## src/tmrsc_pkg.sv

```systemverilog
// Package with the register map, field layout, reset values and types of the timer status block.
package tmrsc_pkg;
    // Clock figures: the core clock period in nanoseconds.
    localparam int CORE_CLK_PERIOD_NS = 100;

    // Register byte offsets.
    localparam logic [7:0] OFS_STATUS_CONTROL = 8'h00;
    localparam logic [7:0] OFS_COUNTER_HIGH = 8'h01;
    localparam logic [7:0] OFS_COUNTER_LOW = 8'h02;
    localparam logic [7:0] OFS_MODULO_HIGH = 8'h03;
    localparam logic [7:0] OFS_MODULO_LOW = 8'h04;
    localparam logic [7:0] OFS_IRQ_STATUS = 8'h08;
    localparam logic [7:0] OFS_IRQ_MASK = 8'h09;

    // Field positions inside the status/control register.
    localparam int BIT_OVERFLOW_FLAG = 7;
    localparam int BIT_OVERFLOW_IRQ_ENABLE = 6;
    localparam int BIT_CENTER_ALIGNED = 5;
    localparam int BIT_CLOCK_SOURCE_LSB = 3;
    localparam int BIT_PRESCALE_LSB = 0;
    // Position of the overflow event in the interrupt status and mask registers.
    localparam int BIT_IRQ_OVERFLOW = 0;

    // Reset values.
    localparam logic [7:0] RST_STATUS_CONTROL = 8'h00;
    localparam logic [15:0] RST_COUNTER = 16'h0000;
    localparam logic [15:0] RST_MODULO = 16'h0000;
    localparam logic [7:0] RST_IRQ = 8'h00;

    // Clock source codes.
    typedef enum logic [1:0] {
        TMRSC_CLK_NONE = 2'h0,
        TMRSC_CLK_SYSTEM = 2'h1,
        TMRSC_CLK_FIXED = 2'h2,
        TMRSC_CLK_EXTERNAL = 2'h3
    } tmrsc_clk_src_e;

    // Register bus request travelling from the master.
    typedef struct packed {
        logic [7:0] addr;
        logic [7:0] wdata;
        logic wr;
        logic rd;
    } tmrsc_bus_req_s;
endpackage

```

## src/tmrsc_prescaler.sv

```systemverilog
// Counter clock source selection and power-of-two prescaler producing one-cycle count ticks.
`timescale 1ns/1ps
module tmrsc_prescaler (
    // Clock and reset.
    input wire logic core_clk,
    input wire logic rst,
    // Configuration from the status/control register, and the debug freeze.
    input wire tmrsc_pkg::tmrsc_clk_src_e clock_source_select,
    input wire logic [2:0] prescale_select,
    input wire logic freeze,
    // Clock inputs, synchronous to core_clk.
    input wire logic fixed_clk_in,
    input wire logic ext_clk_in,
    // Count tick, one cycle wide.
    output logic count_tick
);
    // Previous levels of the slow clocks, for rising edge detection.
    logic fixed_prev_reg;
    logic ext_prev_reg;
    // Free running divider advanced on each selected source edge.
    logic [6:0] div_reg;
    // One-cycle pulse of the selected source.
    logic src_pulse;
    // Divider bits that must all be one for a tick.
    logic [6:0] div_mask;

    // Sample the slow clocks to find their rising edges.
    always_ff @(posedge core_clk) begin
        if (rst) begin
            fixed_prev_reg <= 1'b0;
            ext_prev_reg <= 1'b0;
        end else begin
            fixed_prev_reg <= fixed_clk_in;
            ext_prev_reg <= ext_clk_in;
        end
    end

    // Pick the source; code none yields no pulse so the counter stops.
    always_comb begin
        unique case (clock_source_select)
            tmrsc_pkg::TMRSC_CLK_NONE: src_pulse = 1'b0;
            tmrsc_pkg::TMRSC_CLK_SYSTEM: src_pulse = 1'b1;
            tmrsc_pkg::TMRSC_CLK_FIXED: src_pulse = fixed_clk_in & ~fixed_prev_reg;
            tmrsc_pkg::TMRSC_CLK_EXTERNAL: src_pulse = ext_clk_in & ~ext_prev_reg;
        endcase
        // The mask is read straight from the register bits, so a new factor acts on the next cycle.
        div_mask = 7'((8'h01 << prescale_select) - 8'h01);
    end

    // The divider holds during debug so the prescale phase is kept as well.
    always_ff @(posedge core_clk) begin
        if (rst) begin
            div_reg <= 7'h00;
            count_tick <= 1'b0;
        end else begin
            count_tick <= src_pulse & ~freeze & ((div_reg & div_mask) == div_mask);
            if (src_pulse && !freeze) begin
                div_reg <= div_reg + 7'h01;
            end
        end
    end
endmodule

```

## src/tmrsc_core.sv

```systemverilog
// Timer status/control register, 16-bit counter, coherent counter readout and overflow interrupt.
//
// Contract
// - Overflow flag, bit 7, set when counter passes modulo.
// - Flag clears by read-while-set then write zero.
// - Overflow between read and write cancels the clear.
// - Enable bit 6 gates overflow request.
// - Bit 5 selects up or up-down counting.
// - Bits 4..3 pick none, system, fixed, external.
// - Prescale field divides by 1 through 128.
// - New prescale acts on the next cycle.
// - Reading either byte latches both until other read.
// - Reset or status write unlatches the readout.
// - Counter byte write zeroes counter, unlatches readout.
// - Debug freezes the counter; reads show it.
// - Debug freezes readout latch state despite reads.
// - Status/control at offset 0, fields, reset zero.
// - Flag sets on the tick after reaching modulo.
`timescale 1ns/1ps
module tmrsc_core (
    // Clock and reset.
    input wire logic core_clk,
    input wire logic rst,
    // Register bus.
    input wire tmrsc_pkg::tmrsc_bus_req_s bus_req,
    output logic [7:0] reg_rdata,
    // Clock inputs and debug state.
    input wire logic fixed_clk_in,
    input wire logic ext_clk_in,
    input wire logic background_debug_active,
    // Interrupt outputs.
    output logic overflow_irq_req,
    output logic irq
);
    // Readout latch states.
    typedef enum logic [2:0] {
        RD_IDLE = 3'h1,
        RD_HELD_HIGH_READ = 3'h2,
        RD_HELD_LOW_READ = 3'h4
    } tmrsc_rd_state_e;

    // Status/control fields.
    logic overflow_flag_reg;
    logic overflow_irq_enable_reg;
    logic center_aligned_select_reg;
    tmrsc_pkg::tmrsc_clk_src_e clock_source_select_reg;
    logic [2:0] prescale_select_reg;
    // Set by a status read while the flag is one; a later zero write may then clear.
    logic clear_armed_reg;
    // Counter, modulo and count direction (1 means counting down).
    logic [15:0] counter_reg;
    logic [15:0] modulo_reg;
    logic count_down_reg;
    // Readout latch.
    tmrsc_rd_state_e rd_state_reg;
    logic [15:0] held_value_reg;
    // Interrupt status and mask.
    logic [7:0] irq_status_reg;
    logic [7:0] irq_mask_reg;
    // Tick from the prescaler and the overflow event of this cycle.
    logic count_tick;
    logic overflow_event;
    // Decoded accesses.
    logic wr_sc;
    logic rd_sc;
    logic wr_cnt;
    logic rd_cnt_hi;
    logic rd_cnt_lo;
    logic [7:0] rdata_next;

    // Top of the count; a zero modulo means free running over the full range.
    function automatic logic [15:0] count_top(input logic [15:0] modulo);
        count_top = (modulo == 16'h0000) ? 16'hFFFF : modulo;
    endfunction

    // Address match for a single byte register.
    function automatic logic hit(input tmrsc_pkg::tmrsc_bus_req_s req, input logic [7:0] ofs);
        hit = (req.addr == ofs);
    endfunction

    // Access decode.
    assign wr_sc = bus_req.wr & hit(bus_req, tmrsc_pkg::OFS_STATUS_CONTROL);
    assign rd_sc = bus_req.rd & hit(bus_req, tmrsc_pkg::OFS_STATUS_CONTROL);
    assign wr_cnt = bus_req.wr
        & (hit(bus_req, tmrsc_pkg::OFS_COUNTER_HIGH) | hit(bus_req, tmrsc_pkg::OFS_COUNTER_LOW));
    assign rd_cnt_hi = bus_req.rd & hit(bus_req, tmrsc_pkg::OFS_COUNTER_HIGH);
    assign rd_cnt_lo = bus_req.rd & hit(bus_req, tmrsc_pkg::OFS_COUNTER_LOW);
    // A tick arriving while the counter sits at its top is the overflow; the flag follows on that same edge.
    // Debug masks the tick here too, because one tick may still sit in the prescaler flop on entry.
    assign overflow_event = count_tick & ~background_debug_active
        & (counter_reg == count_top(modulo_reg)) & ~wr_cnt;

    // Clock source and prescaler.
    tmrsc_prescaler u_prescaler (
        .core_clk(core_clk),
        .rst(rst),
        .clock_source_select(clock_source_select_reg),
        .prescale_select(prescale_select_reg),
        .freeze(background_debug_active),
        .fixed_clk_in(fixed_clk_in),
        .ext_clk_in(ext_clk_in),
        .count_tick(count_tick)
    );

    // Control fields of the status/control register; all reset to zero.
    always_ff @(posedge core_clk) begin
        if (rst) begin
            overflow_irq_enable_reg <= tmrsc_pkg::RST_STATUS_CONTROL[tmrsc_pkg::BIT_OVERFLOW_IRQ_ENABLE];
            center_aligned_select_reg <= tmrsc_pkg::RST_STATUS_CONTROL[tmrsc_pkg::BIT_CENTER_ALIGNED];
            clock_source_select_reg <= tmrsc_pkg::TMRSC_CLK_NONE;
            prescale_select_reg <= tmrsc_pkg::RST_STATUS_CONTROL[tmrsc_pkg::BIT_PRESCALE_LSB +: 3];
        end else if (wr_sc) begin
            overflow_irq_enable_reg <= bus_req.wdata[tmrsc_pkg::BIT_OVERFLOW_IRQ_ENABLE];
            center_aligned_select_reg <= bus_req.wdata[tmrsc_pkg::BIT_CENTER_ALIGNED];
            clock_source_select_reg <= tmrsc_pkg::tmrsc_clk_src_e'(
                bus_req.wdata[tmrsc_pkg::BIT_CLOCK_SOURCE_LSB +: 2]);
            prescale_select_reg <= bus_req.wdata[tmrsc_pkg::BIT_PRESCALE_LSB +: 3];
        end
    end

    // Overflow flag with its two-step clear; a fresh overflow always wins over the clearing write.
    always_ff @(posedge core_clk) begin
        if (rst) begin
            overflow_flag_reg <= tmrsc_pkg::RST_STATUS_CONTROL[tmrsc_pkg::BIT_OVERFLOW_FLAG];
            clear_armed_reg <= 1'b0;
        end else if (overflow_event) begin
            // An overflow also disarms a pending clear, so the write that follows is ignored.
            overflow_flag_reg <= 1'b1;
            clear_armed_reg <= 1'b0;
        end else if (wr_sc) begin
            // Writing one has no effect; writing zero clears only after a qualifying read.
            if (clear_armed_reg && !bus_req.wdata[tmrsc_pkg::BIT_OVERFLOW_FLAG]) begin
                overflow_flag_reg <= 1'b0;
            end
            clear_armed_reg <= 1'b0;
        end else if (rd_sc && overflow_flag_reg) begin
            clear_armed_reg <= 1'b1;
        end
    end

    // Modulo holds the count top; kept plain here, with no write buffer.
    always_ff @(posedge core_clk) begin
        if (rst) begin
            modulo_reg <= tmrsc_pkg::RST_MODULO;
        end else if (bus_req.wr && hit(bus_req, tmrsc_pkg::OFS_MODULO_HIGH)) begin
            modulo_reg[15:8] <= bus_req.wdata;
        end else if (bus_req.wr && hit(bus_req, tmrsc_pkg::OFS_MODULO_LOW)) begin
            modulo_reg[7:0] <= bus_req.wdata;
        end
    end

    // The counter. Debug masks the tick, so the value stays frozen from the first debug cycle on.
    // A tick already in flight when debug begins is dropped; the prescaler phase is kept instead.
    always_ff @(posedge core_clk) begin
        if (rst) begin
            counter_reg <= tmrsc_pkg::RST_COUNTER;
            count_down_reg <= 1'b0;
        end else if (wr_cnt) begin
            // Data is ignored: any counter byte write restarts the count from zero.
            counter_reg <= tmrsc_pkg::RST_COUNTER;
            count_down_reg <= 1'b0;
        end else if (count_tick && !background_debug_active) begin
            if (!center_aligned_select_reg) begin
                // Up counting wraps from the top to zero.
                counter_reg <= overflow_event ? 16'h0000 : counter_reg + 16'h0001;
                count_down_reg <= 1'b0;
            end else if (overflow_event) begin
                // Up-down counting turns at the top.
                counter_reg <= counter_reg - 16'h0001;
                count_down_reg <= 1'b1;
            end else if (count_down_reg && counter_reg == 16'h0000) begin
                // The bottom turn; a top of zero cannot occur because zero means full range.
                counter_reg <= 16'h0001;
                count_down_reg <= 1'b0;
            end else begin
                counter_reg <= count_down_reg ? counter_reg - 16'h0001 : counter_reg + 16'h0001;
            end
        end
    end

    // Readout latch. Status or counter writes restart it even in debug; reads move it only outside debug.
    always_ff @(posedge core_clk) begin
        if (rst) begin
            rd_state_reg <= RD_IDLE;
            held_value_reg <= tmrsc_pkg::RST_COUNTER;
        end else if (wr_sc || wr_cnt) begin
            rd_state_reg <= RD_IDLE;
        end else if (!background_debug_active) begin
            unique case (rd_state_reg)
                RD_IDLE: begin
                    if (rd_cnt_hi) begin
                        rd_state_reg <= RD_HELD_HIGH_READ;
                        held_value_reg <= counter_reg;
                    end else if (rd_cnt_lo) begin
                        rd_state_reg <= RD_HELD_LOW_READ;
                        held_value_reg <= counter_reg;
                    end
                end
                RD_HELD_HIGH_READ: begin
                    if (rd_cnt_lo) begin
                        rd_state_reg <= RD_IDLE;
                    end
                end
                RD_HELD_LOW_READ: begin
                    if (rd_cnt_hi) begin
                        rd_state_reg <= RD_IDLE;
                    end
                end
                default: begin
                    rd_state_reg <= RD_IDLE;
                end
            endcase
        end
    end

    // Interrupt status is sticky and cleared by writing one; a same-cycle event wins over the clear.
    always_ff @(posedge core_clk) begin
        if (rst) begin
            irq_status_reg <= tmrsc_pkg::RST_IRQ;
            irq_mask_reg <= tmrsc_pkg::RST_IRQ;
        end else begin
            if (bus_req.wr && hit(bus_req, tmrsc_pkg::OFS_IRQ_MASK)) begin
                irq_mask_reg <= bus_req.wdata;
            end
            if (overflow_event) begin
                irq_status_reg <= irq_status_reg | (8'h01 << tmrsc_pkg::BIT_IRQ_OVERFLOW);
            end else if (bus_req.wr && hit(bus_req, tmrsc_pkg::OFS_IRQ_STATUS)) begin
                irq_status_reg <= irq_status_reg & ~bus_req.wdata;
            end
        end
    end

    // Interrupt outputs straight from flops, one cycle behind their causes.
    always_ff @(posedge core_clk) begin
        if (rst) begin
            overflow_irq_req <= 1'b0;
            irq <= 1'b0;
        end else begin
            overflow_irq_req <= overflow_flag_reg & overflow_irq_enable_reg;
            irq <= |(irq_status_reg & irq_mask_reg);
        end
    end

    // Read data; a held value is returned while the latch holds, the live count otherwise.
    always_comb begin
        rdata_next = 8'h00;
        if (bus_req.rd) begin
            unique case (bus_req.addr)
                tmrsc_pkg::OFS_STATUS_CONTROL: begin
                    rdata_next = {overflow_flag_reg, overflow_irq_enable_reg, center_aligned_select_reg,
                                  clock_source_select_reg, prescale_select_reg};
                end
                tmrsc_pkg::OFS_COUNTER_HIGH: begin
                    rdata_next = (rd_state_reg == RD_IDLE) ? counter_reg[15:8] : held_value_reg[15:8];
                end
                tmrsc_pkg::OFS_COUNTER_LOW: begin
                    rdata_next = (rd_state_reg == RD_IDLE) ? counter_reg[7:0] : held_value_reg[7:0];
                end
                tmrsc_pkg::OFS_MODULO_HIGH: rdata_next = modulo_reg[15:8];
                tmrsc_pkg::OFS_MODULO_LOW: rdata_next = modulo_reg[7:0];
                tmrsc_pkg::OFS_IRQ_STATUS: rdata_next = irq_status_reg;
                tmrsc_pkg::OFS_IRQ_MASK: rdata_next = irq_mask_reg;
                default: rdata_next = 8'h00;
            endcase
        end
    end

    // Read data register: valid in the cycle after the strobe, zero elsewhere.
    always_ff @(posedge core_clk) begin
        if (rst) begin
            reg_rdata <= 8'h00;
        end else begin
            reg_rdata <= rdata_next;
        end
    end

    // An overflow tick sets the flag on the next edge.
    chk_overflow_sets_flag: assert property (@(posedge core_clk) disable iff (rst)
        overflow_event |=> overflow_flag_reg)
        else $error("overflow flag not set after overflow");

    // A zero write without a preceding qualifying read leaves the flag set.
    chk_flag_clear_needs_read: assert property (@(posedge core_clk) disable iff (rst)
        overflow_flag_reg && !clear_armed_reg |=> overflow_flag_reg)
        else $error("overflow flag cleared without a qualifying read");

    // An overflow sets the flag and disarms any pending clear, so a later zero write cannot lose it.
    chk_clear_lost_overflow: assert property (@(posedge core_clk) disable iff (rst)
        overflow_event |=> overflow_flag_reg && !clear_armed_reg)
        else $error("clearing write won over a new overflow");

    // Writing one to the flag never clears it, armed or not.
    chk_flag_write_one: assert property (@(posedge core_clk) disable iff (rst)
        overflow_flag_reg && wr_sc && bus_req.wdata[tmrsc_pkg::BIT_OVERFLOW_FLAG] |=> overflow_flag_reg)
        else $error("writing one cleared the overflow flag");

    // A readout latched by a high-byte read keeps its value until the low byte is read or a write unlatches it.
    chk_latch_holds: assert property (@(posedge core_clk) disable iff (rst)
        rd_state_reg == RD_HELD_HIGH_READ && !rd_cnt_lo && !wr_sc && !wr_cnt
        |=> rd_state_reg == RD_HELD_HIGH_READ && $stable(held_value_reg))
        else $error("latched counter readout changed before the other byte was read");

    // Request follows flag and enable one cycle later.
    chk_irq_request_gate: assert property (@(posedge core_clk) disable iff (rst)
        ##1 overflow_irq_req == ($past(overflow_flag_reg) && $past(overflow_irq_enable_reg)))
        else $error("overflow request does not match flag and enable");

    // Up counting never runs downwards.
    chk_up_mode_direction: assert property (@(posedge core_clk) disable iff (rst)
        !center_aligned_select_reg && count_tick && !background_debug_active && !overflow_event && !wr_cnt
        |=> counter_reg == $past(counter_reg) + 16'h0001)
        else $error("up mode counter did not increment");

    // No clock source means no count ticks two cycles on.
    chk_no_source_stops: assert property (@(posedge core_clk) disable iff (rst)
        clock_source_select_reg == tmrsc_pkg::TMRSC_CLK_NONE [*2] |-> !count_tick)
        else $error("count tick with no clock source");

    // Counter byte write zeroes the counter and unlatches the readout.
    chk_counter_write_zero: assert property (@(posedge core_clk) disable iff (rst)
        wr_cnt |=> counter_reg == 16'h0000 && rd_state_reg == RD_IDLE)
        else $error("counter write did not zero counter or unlatch readout");

    // Debug freezes both the counter and the readout latch state.
    chk_debug_freeze: assert property (@(posedge core_clk) disable iff (rst)
        background_debug_active && !wr_cnt && !wr_sc && !bus_req.wr ##1 background_debug_active
        |-> $stable(counter_reg) && $stable(rd_state_reg))
        else $error("counter or readout latch moved during debug");

    // A high-byte read latches and a following low read returns the latched low byte.
    chk_coherent_read: assert property (@(posedge core_clk) disable iff (rst)
        rd_cnt_hi && rd_state_reg == RD_IDLE && !background_debug_active ##1 rd_cnt_lo && !bus_req.wr
        |=> reg_rdata == $past(held_value_reg[7:0]) && held_value_reg == $past(counter_reg, 2))
        else $error("split counter read not coherent");

    // Status write returns the readout latch to idle.
    chk_status_write_unlatch: assert property (@(posedge core_clk) disable iff (rst)
        wr_sc |=> rd_state_reg == RD_IDLE)
        else $error("status write did not unlatch readout");
endmodule

```

## config.mk

```make
export PLATFORM = sky130hd
export DESIGN_NAME = tmrsc_core
export DESIGN_NICKNAME = d
export VERILOG_FILES = /design/src/tmrsc_pkg.sv /design/src/tmrsc_prescaler.sv /design/src/tmrsc_core.sv
export SDC_FILE = /design/constraint.sdc
export NUM_CORES = 1
export LEC_CHECK = 0
export BUFFER_PORTS_ARGS = -buffer_cell sky130_fd_sc_hd__buf_2
export CAP_MARGIN = 25
export CELL_PAD_IN_SITES_DETAIL_PLACEMENT = 0
export CELL_PAD_IN_SITES_GLOBAL_PLACEMENT = 1
export CORE_UTILIZATION = 46
export DETAILED_ROUTE_END_ITERATION = 10
export PLACE_DENSITY = 0.84
export RECOVER_POWER = 100
export REMOVE_ABC_BUFFERS = 1
export SKIP_LAST_GASP = 1
export SYNTH_ARGS = -nofsm -noshare
export SYNTH_HDL_FRONTEND = slang
export SYNTH_HIERARCHICAL = 1
export SYNTH_SLANG_ARGS = --single-unit
```

## constraint.sdc

```tcl
create_clock -name core_clk -period 3.8 [get_ports core_clk]
set_clock_uncertainty 0.15 [all_clocks]
set_input_delay 0.19 -clock core_clk [delete_from_list [all_inputs] [get_ports core_clk]]
set_output_delay 0.19 -clock core_clk [all_outputs]
set_load 0.02 [all_outputs]
```

# Yosys cells after proc, flatten, opt, wreduce, memory -nomap -nowiden
# Cells that the tools add are included.
[totals] ff_bits=97 out_inout_bits=10 elab_cells=127
[op_classes] addsub=4 n_eq_ne=18 shift=1 muxes=25 bitwise_logic=26 reduce_logical=31
[ops] op="two-way mux 16 bit" n=8
[ops] op="case mux 8 bit (7 select lines)" n=1
[ops] op="zero test 16 bit" n=2
[ops] op="adder 16 x 1 -> 16 bit, second input constant" n=1
[ops] op="bitwise AND 8 bit" n=2
[ops] op="equality test 16 bit" n=1
[ops] op="equality test 8 x 2 -> 1 bit, second input constant" n=2
[ops] op="equality test 8 x 4 -> 1 bit, second input constant" n=2
[ops] op="two-way mux 8 bit" n=2
[ops] op="subtractor 16 x 1 -> 16 bit, second input constant" n=1
[ops] op="bitwise AND 1 bit" n=13
[ops] op="two-way mux 3 bit" n=4
[ops] op="logical AND 1 bit" n=9
[ops] op="case mux 3 bit (3 select lines)" n=1
[ops] op="equality test 8 x 1 -> 1 bit, second input constant" n=1
[ops] op="equality test 8 x 3 -> 1 bit, second input constant" n=1
[ops] op="zero test 8 bit" n=1
[ops] op="two-way mux 1 bit" n=8
[ops] op="inverter 1 bit" n=8
[ops] op="inverter 8 bit" n=1
[ops] op="AND reduction 2 bit" n=4
[ops] op="AND reduction 4 bit" n=2
[ops] op="nonzero test 2 bit" n=4
[ops] op="OR reduction 8 bit" n=1
[ops] op="other kinds (20)" n=25

# Depth between registers and ports, before layout
[depth] depth_word=7 depth_mapped=12 depth_no_buf=10

# Cells and area by module
# Netlist, hierarchy kept.
[modules_own_cells] module="tmrsc_core" instances=1 cells_per_inst=745 area_each_um2=5681.7 seq_area_each_um2=1741.7
[modules_own_cells] module="tmrsc_prescaler" instances=1 cells_per_inst=71 area_each_um2=609.3 seq_area_each_um2=200.2

# Least setup slack after synthesis
# No wires, ideal clock.
[synth_path] path_type="reg-to-reg" start="register modulo_reg[8]" end="register counter_reg[2]" setup_ps=70 arrival_ps=2708 t_required_ps=3580 slack_ps=872 stages_incl_launch_ff=12 n_path_buf=3 synth_period_minus_slack_ps=2928 path_cell_list="dfxtp_1 buf_4 nor4_4 and4_1 buf_4 o211ai_4 a2111oi_4 and3_1 buf_2 mux4_2 o31ai_1 o2bb2ai_1"
[synth_between] elab_chain_len=7 elab_cells_between_ends=8 cone_classes="eq/ne: 1; mux: 4; bitwise: 2; reduce/logical: 1"
[synth_lines] element="start, declared" line="tmrsc_core.sv:52" rtl="logic [15:0] modulo_reg;"
[synth_lines] element="start signal, assigned" line="tmrsc_core.sv:144" rtl="modulo_reg <= tmrsc_pkg::RST_MODULO;"
[synth_lines] element="start signal, assigned" line="tmrsc_core.sv:146" rtl="modulo_reg[15:8] <= bus_req.wdata;"
[synth_lines] element="zero test 16 bit" line="tmrsc_core.sv:73" rtl="count_top = (modulo == 16'h0000) ? 16'hFFFF : modulo;"
[synth_lines] element="two-way mux 16 bit *" line="tmrsc_core.sv:73"
[synth_lines] element="equality test 16 bit *" line="tmrsc_core.sv:91" rtl="& (counter_reg == count_top(modulo_reg)) & ~wr_cnt;"
[synth_lines] element="bitwise AND 1 bit * (2 in series)" line="tmrsc_core.sv:91"
[synth_lines] element="two-way mux 16 bit (on tied branches)" line="tmrsc_core.sv:165, tmrsc_core.sv:167"
[synth_lines] element="two-way mux 16 bit *" line="tmrsc_core.sv:163" rtl="if (!center_aligned_select_reg) begin"
[synth_lines] element="end signal, assigned" line="tmrsc_core.sv:160" rtl="counter_reg <= tmrsc_pkg::RST_COUNTER;"
[synth_lines] element="end signal, assigned" line="tmrsc_core.sv:165" rtl="counter_reg <= overflow_event ? 16'h0000 : counter_reg + 16'h0001;"
[synth_lines] element="end signal, assigned" line="tmrsc_core.sv:169" rtl="counter_reg <= counter_reg - 16'h0001;"
[synth_lines] element="end, declared" line="tmrsc_core.sv:51" rtl="logic [15:0] counter_reg;"
# Mark *: on every way between the ends. The rest lies on a longest branch, timed or not.
# A chain may end at the register's enable or synchronous reset.

# Worst setup path in the final report
[layout_path] start="register modulo_reg[6]" end="register counter_reg[12]"
# The elaborated chain is that of the path after synthesis.

==> flow_summary_export.csv <==
group,metric,value,unit
run_status,status,"finished clean",
cells_and_area,mostFrequentLayoutCells,"108 x nand2_1, 97 x dfxtp_1, 73 x a21oi_1, 68 x nor2_1, 57 x mux2i_1",
timing,finalSetupViolations,0,
cts,cts_buffers,9,
pwr,clockPowerShare,43.8,%
cts,clock_tree.root_cell,"clkbuf_16",
synthesis,synth_seq_area_share,30.9,%
synthesis,synthCells,816,
grt,antenna_found_initial,0,
cts,cts_hold_buf,9,
synthesis,synth_ff_type,"dfxtp_1",
place,dp_slack,0.474,ns
place,port_buffers,32,
synthesis,synth_edf_count,0,
worst_hold_path,min_path_cells,3,
timing,setup_tns,0,ns
place,globalplace.congestion,0.992,
worst_setup_path,path_max_fanout,9,
flow_run,cap_violations,0,
cts,cts.sinks,97,
worst_hold_path,min_to,"prescale_select_reg[0]",
grt,globalRouteTotalUtil,29.5,%
worst_setup_path,critPathCaptureType,"flop",
die,die_x,119,um
grt,grt_overflow,0,
drt,drt_drc_violations_left,0,
worst_setup_path,r2r_slack,0.39,ns
cells_and_area,final_common_cell,"nand2_1",
die,ios,33,
cells_and_area,syn_to_final_growth,9.41,%
worst_setup_path,r2r_start,"modulo_reg[6]",
synthesis,syn_avg_cell_area,7.71,um2
timing,layout_min_cycle_time,3.41,ns
drt,wl_per_cell,20.4,um
cts,cts_tree,"built",
grt,first_global_vias,6062,
timing,slew_violations,0,
timing,fmax,0.293,GHz
worst_setup_path,criticalPathCategory,"flop to flop",
worst_setup_path,worstPathArrival,3.54,ns
pwr,p_sw_share,24.5,%
drt,ant_nets,0,
worst_setup_path,required,3.93,ns
timing,slew_headroom,21.9,%
cells_and_area,nets,854,
pwr,p_per_area,292,nW/um2
drt,num_vias,6418,
worst_setup_path,r2r_cells,8,
die,num_rows,42,
die,start_util,47.3,%
drt,dr.pass1.iters,5,
cts,post_cts_buffers,0,
cts,cts.htree.levels,3,
worst_hold_path,hp-class,"input port to flop",
drt,routed_wl,20600,um
worst_setup_path,r2r-end,"counter_reg[12]",
cts,path_clk_slew,0.07,ns
worst_setup_path,startpoint_type,"flop",
die,dieArea,14100,um2
cts,ctsResizeCount,0,
synthesis,ys.warnings.count,6,
die,die_h,119,um
die,coreArea,13300,um2
synthesis,ys_async_sr_fraction,0,%
cells_and_area,drive_gt1_share,8.78,%
timing,setup_slack,0.388,ns
grt,grt_max_degree,43,
drt,routed_via_density,6.37,
grt,grt_pass1_wl,32500,um
cts,cts_max_path_buffers,2,
timing,tightestPinTransition,1.17,ns
worst_hold_path,min-delay-start,"bus_req[2]",
pwr,leakage,2.47,nW
pwr,peakVddDrop,0.000255,V
pwr,power_frac_seq,50.7,%
timing,rsz0062_at_grt,"no",
timing,hold_viol_final,0,
cells_and_area,finish.utilization,51.8,%
synthesis,ys_seq_elements,97,
cts,insertion_delay,0.36,ns
drt,first_iter_violations,813,
pwr,intPower,1.52,mW
pwr,p_switching,0.494,mW
timing,fin_crit_sh,89.8,%
place,place_hpwl,14800,um
synthesis,syn_area,6290,um2
synthesis,yosysUniqueCellTypes,72,
pwr,power_frac_comb,5.5,%
==> routing by layer <==
metal  up-vias  part of all wire [%]  GRT usage, %
li1       2976                     -             -
met1      3044                    43          37.2
met2       337                    46          48.4
met3        61                   7.5          5.65
met4         0                   3.8          13.8
met5         -                     0             0
==> cell usage after synthesis (3+ instances only) <==
cell type / count / area [um2]
nor3_1: 22 / 110
o22ai_1: 6 / 37.5
o21ai_1: 10 / 50.1
xnor2_1: 11 / 96.3
buf_6: 3 / 33.8
mux2i_1: 57 / 571
nor4_4: 4 / 85.1
buf_2: 4 / 20.0
a32oi_1: 6 / 52.6
a41oi_1: 6 / 52.6
or3_1: 6 / 37.5
nor3b_1: 4 / 30.0
a32o_1: 3 / 30.0
and2_1: 9 / 56.3
and3_1: 14 / 87.6
nand2_1: 108 / 405
o211ai_1: 6 / 45.0
dfxtp_1: 97 / 1940
a22oi_1: 5 / 37.5
inv_1: 15 / 56.3
or4_1: 6 / 45.0
nor4bb_1: 3 / 30.0
o21a_1: 3 / 22.5
o21bai_1: 4 / 30.0
a31oi_1: 5 / 31.3
buf_4: 3 / 22.5
nor4_1: 11 / 68.8
a211oi_1: 4 / 30.0
xor2_1: 7 / 61.3
nand4b_1: 4 / 35.0
nand3_1: 33 / 165
o21ai_0: 40 / 200
nand2b_1: 12 / 75.1
clkbuf_1: 55 / 206
nand4_1: 7 / 43.8
a21oi_1: 73 / 365
ha_1: 5 / 62.6
nor2b_1: 18 / 113
a221oi_1: 10 / 87.6
o31ai_1: 4 / 30.0
buf_1: 3 / 11.3
nor2_1: 68 / 255
==> worst max-delay path by stage <==
stage	start	end	slack [ns]	cells past startpoint
global route	modulo_reg[6]	counter_reg[12]	0.15	8
floorplan	bus_req[15]	held_value_reg[7]	0.79	6
finish	modulo_reg[6]	counter_reg[12]	0.39	8
detailed placement	modulo_reg[6]	counter_reg[8]	0.47	9
CTS	modulo_reg[6]	counter_reg[8]	0.46	9
global placement	modulo_reg[6]	counter_reg[2]	0.59	8
==> through the flow <==
stage	instance area, um2	instances	hold WS [ns]	power, mW
floorplan	6000	748	0.109	1.08
global placement	6580	981	0.267	1.15
detailed placement	6580	981	0.275	1.15
CTS	6940	1006	0.0109	2.02
global route	6880	1007	0.0323	2.07
finish	6880	1008	0.0352	2.01
==> kinds of logic after synthesis <==
logic type	count (synthesis)	share of synthesized area [%]
AO/OA/AOI/OAI	208	21.8
multiplexers	60	9.79
buffers and inverters	83	5.57
flip-flops	97	30.9
AND/OR/NAND/NOR	345	28.5
adder cells (fa/ha/maj)	5	0.994
XOR/XNOR	18	2.51
==> worst max-delay path, cell delays in order (launching register included) <==
cell and delay [ns]:
dfxtp_1 0.39, nor4_4 0.43, and4_1 0.41, o211ai_1 0.20, a2111oi_4 0.56, and3_1 0.52, o21a_1 0.33, a221oi_1 0.11
a211oi_1 0.23
==> area by class of cell <==
type | instances | area [um2]
Antenna cell | 1 | 2.50
Clock buffer | 12 | 246
Clock inverter | 4 | 28.8
Fill cell | 1302 | 6410
Inverter | 15 | 56.3
Multi-Input combinational cell | 636 | 3970
Sequential cell | 97 | 1940
Tap cell | 176 | 220
Timing Repair Buffer | 67 | 418
==> power groups by stage <==
stage / clock network, mW / registers [mW] / logic, mW
3_3_place_gp: 0 / 1.04 / 0.102
4_1_cts: 0.889 / 1.02 / 0.110
3_5_place_dp: 0 / 1.04 / 0.103
5_1_grt: 0.930 / 1.02 / 0.119
6_report: 0.881 / 1.02 / 0.111
2_1_floorplan: 0 / 1.05 / 0.0358
No activity file was read; power rests on OpenSTA's default activity.
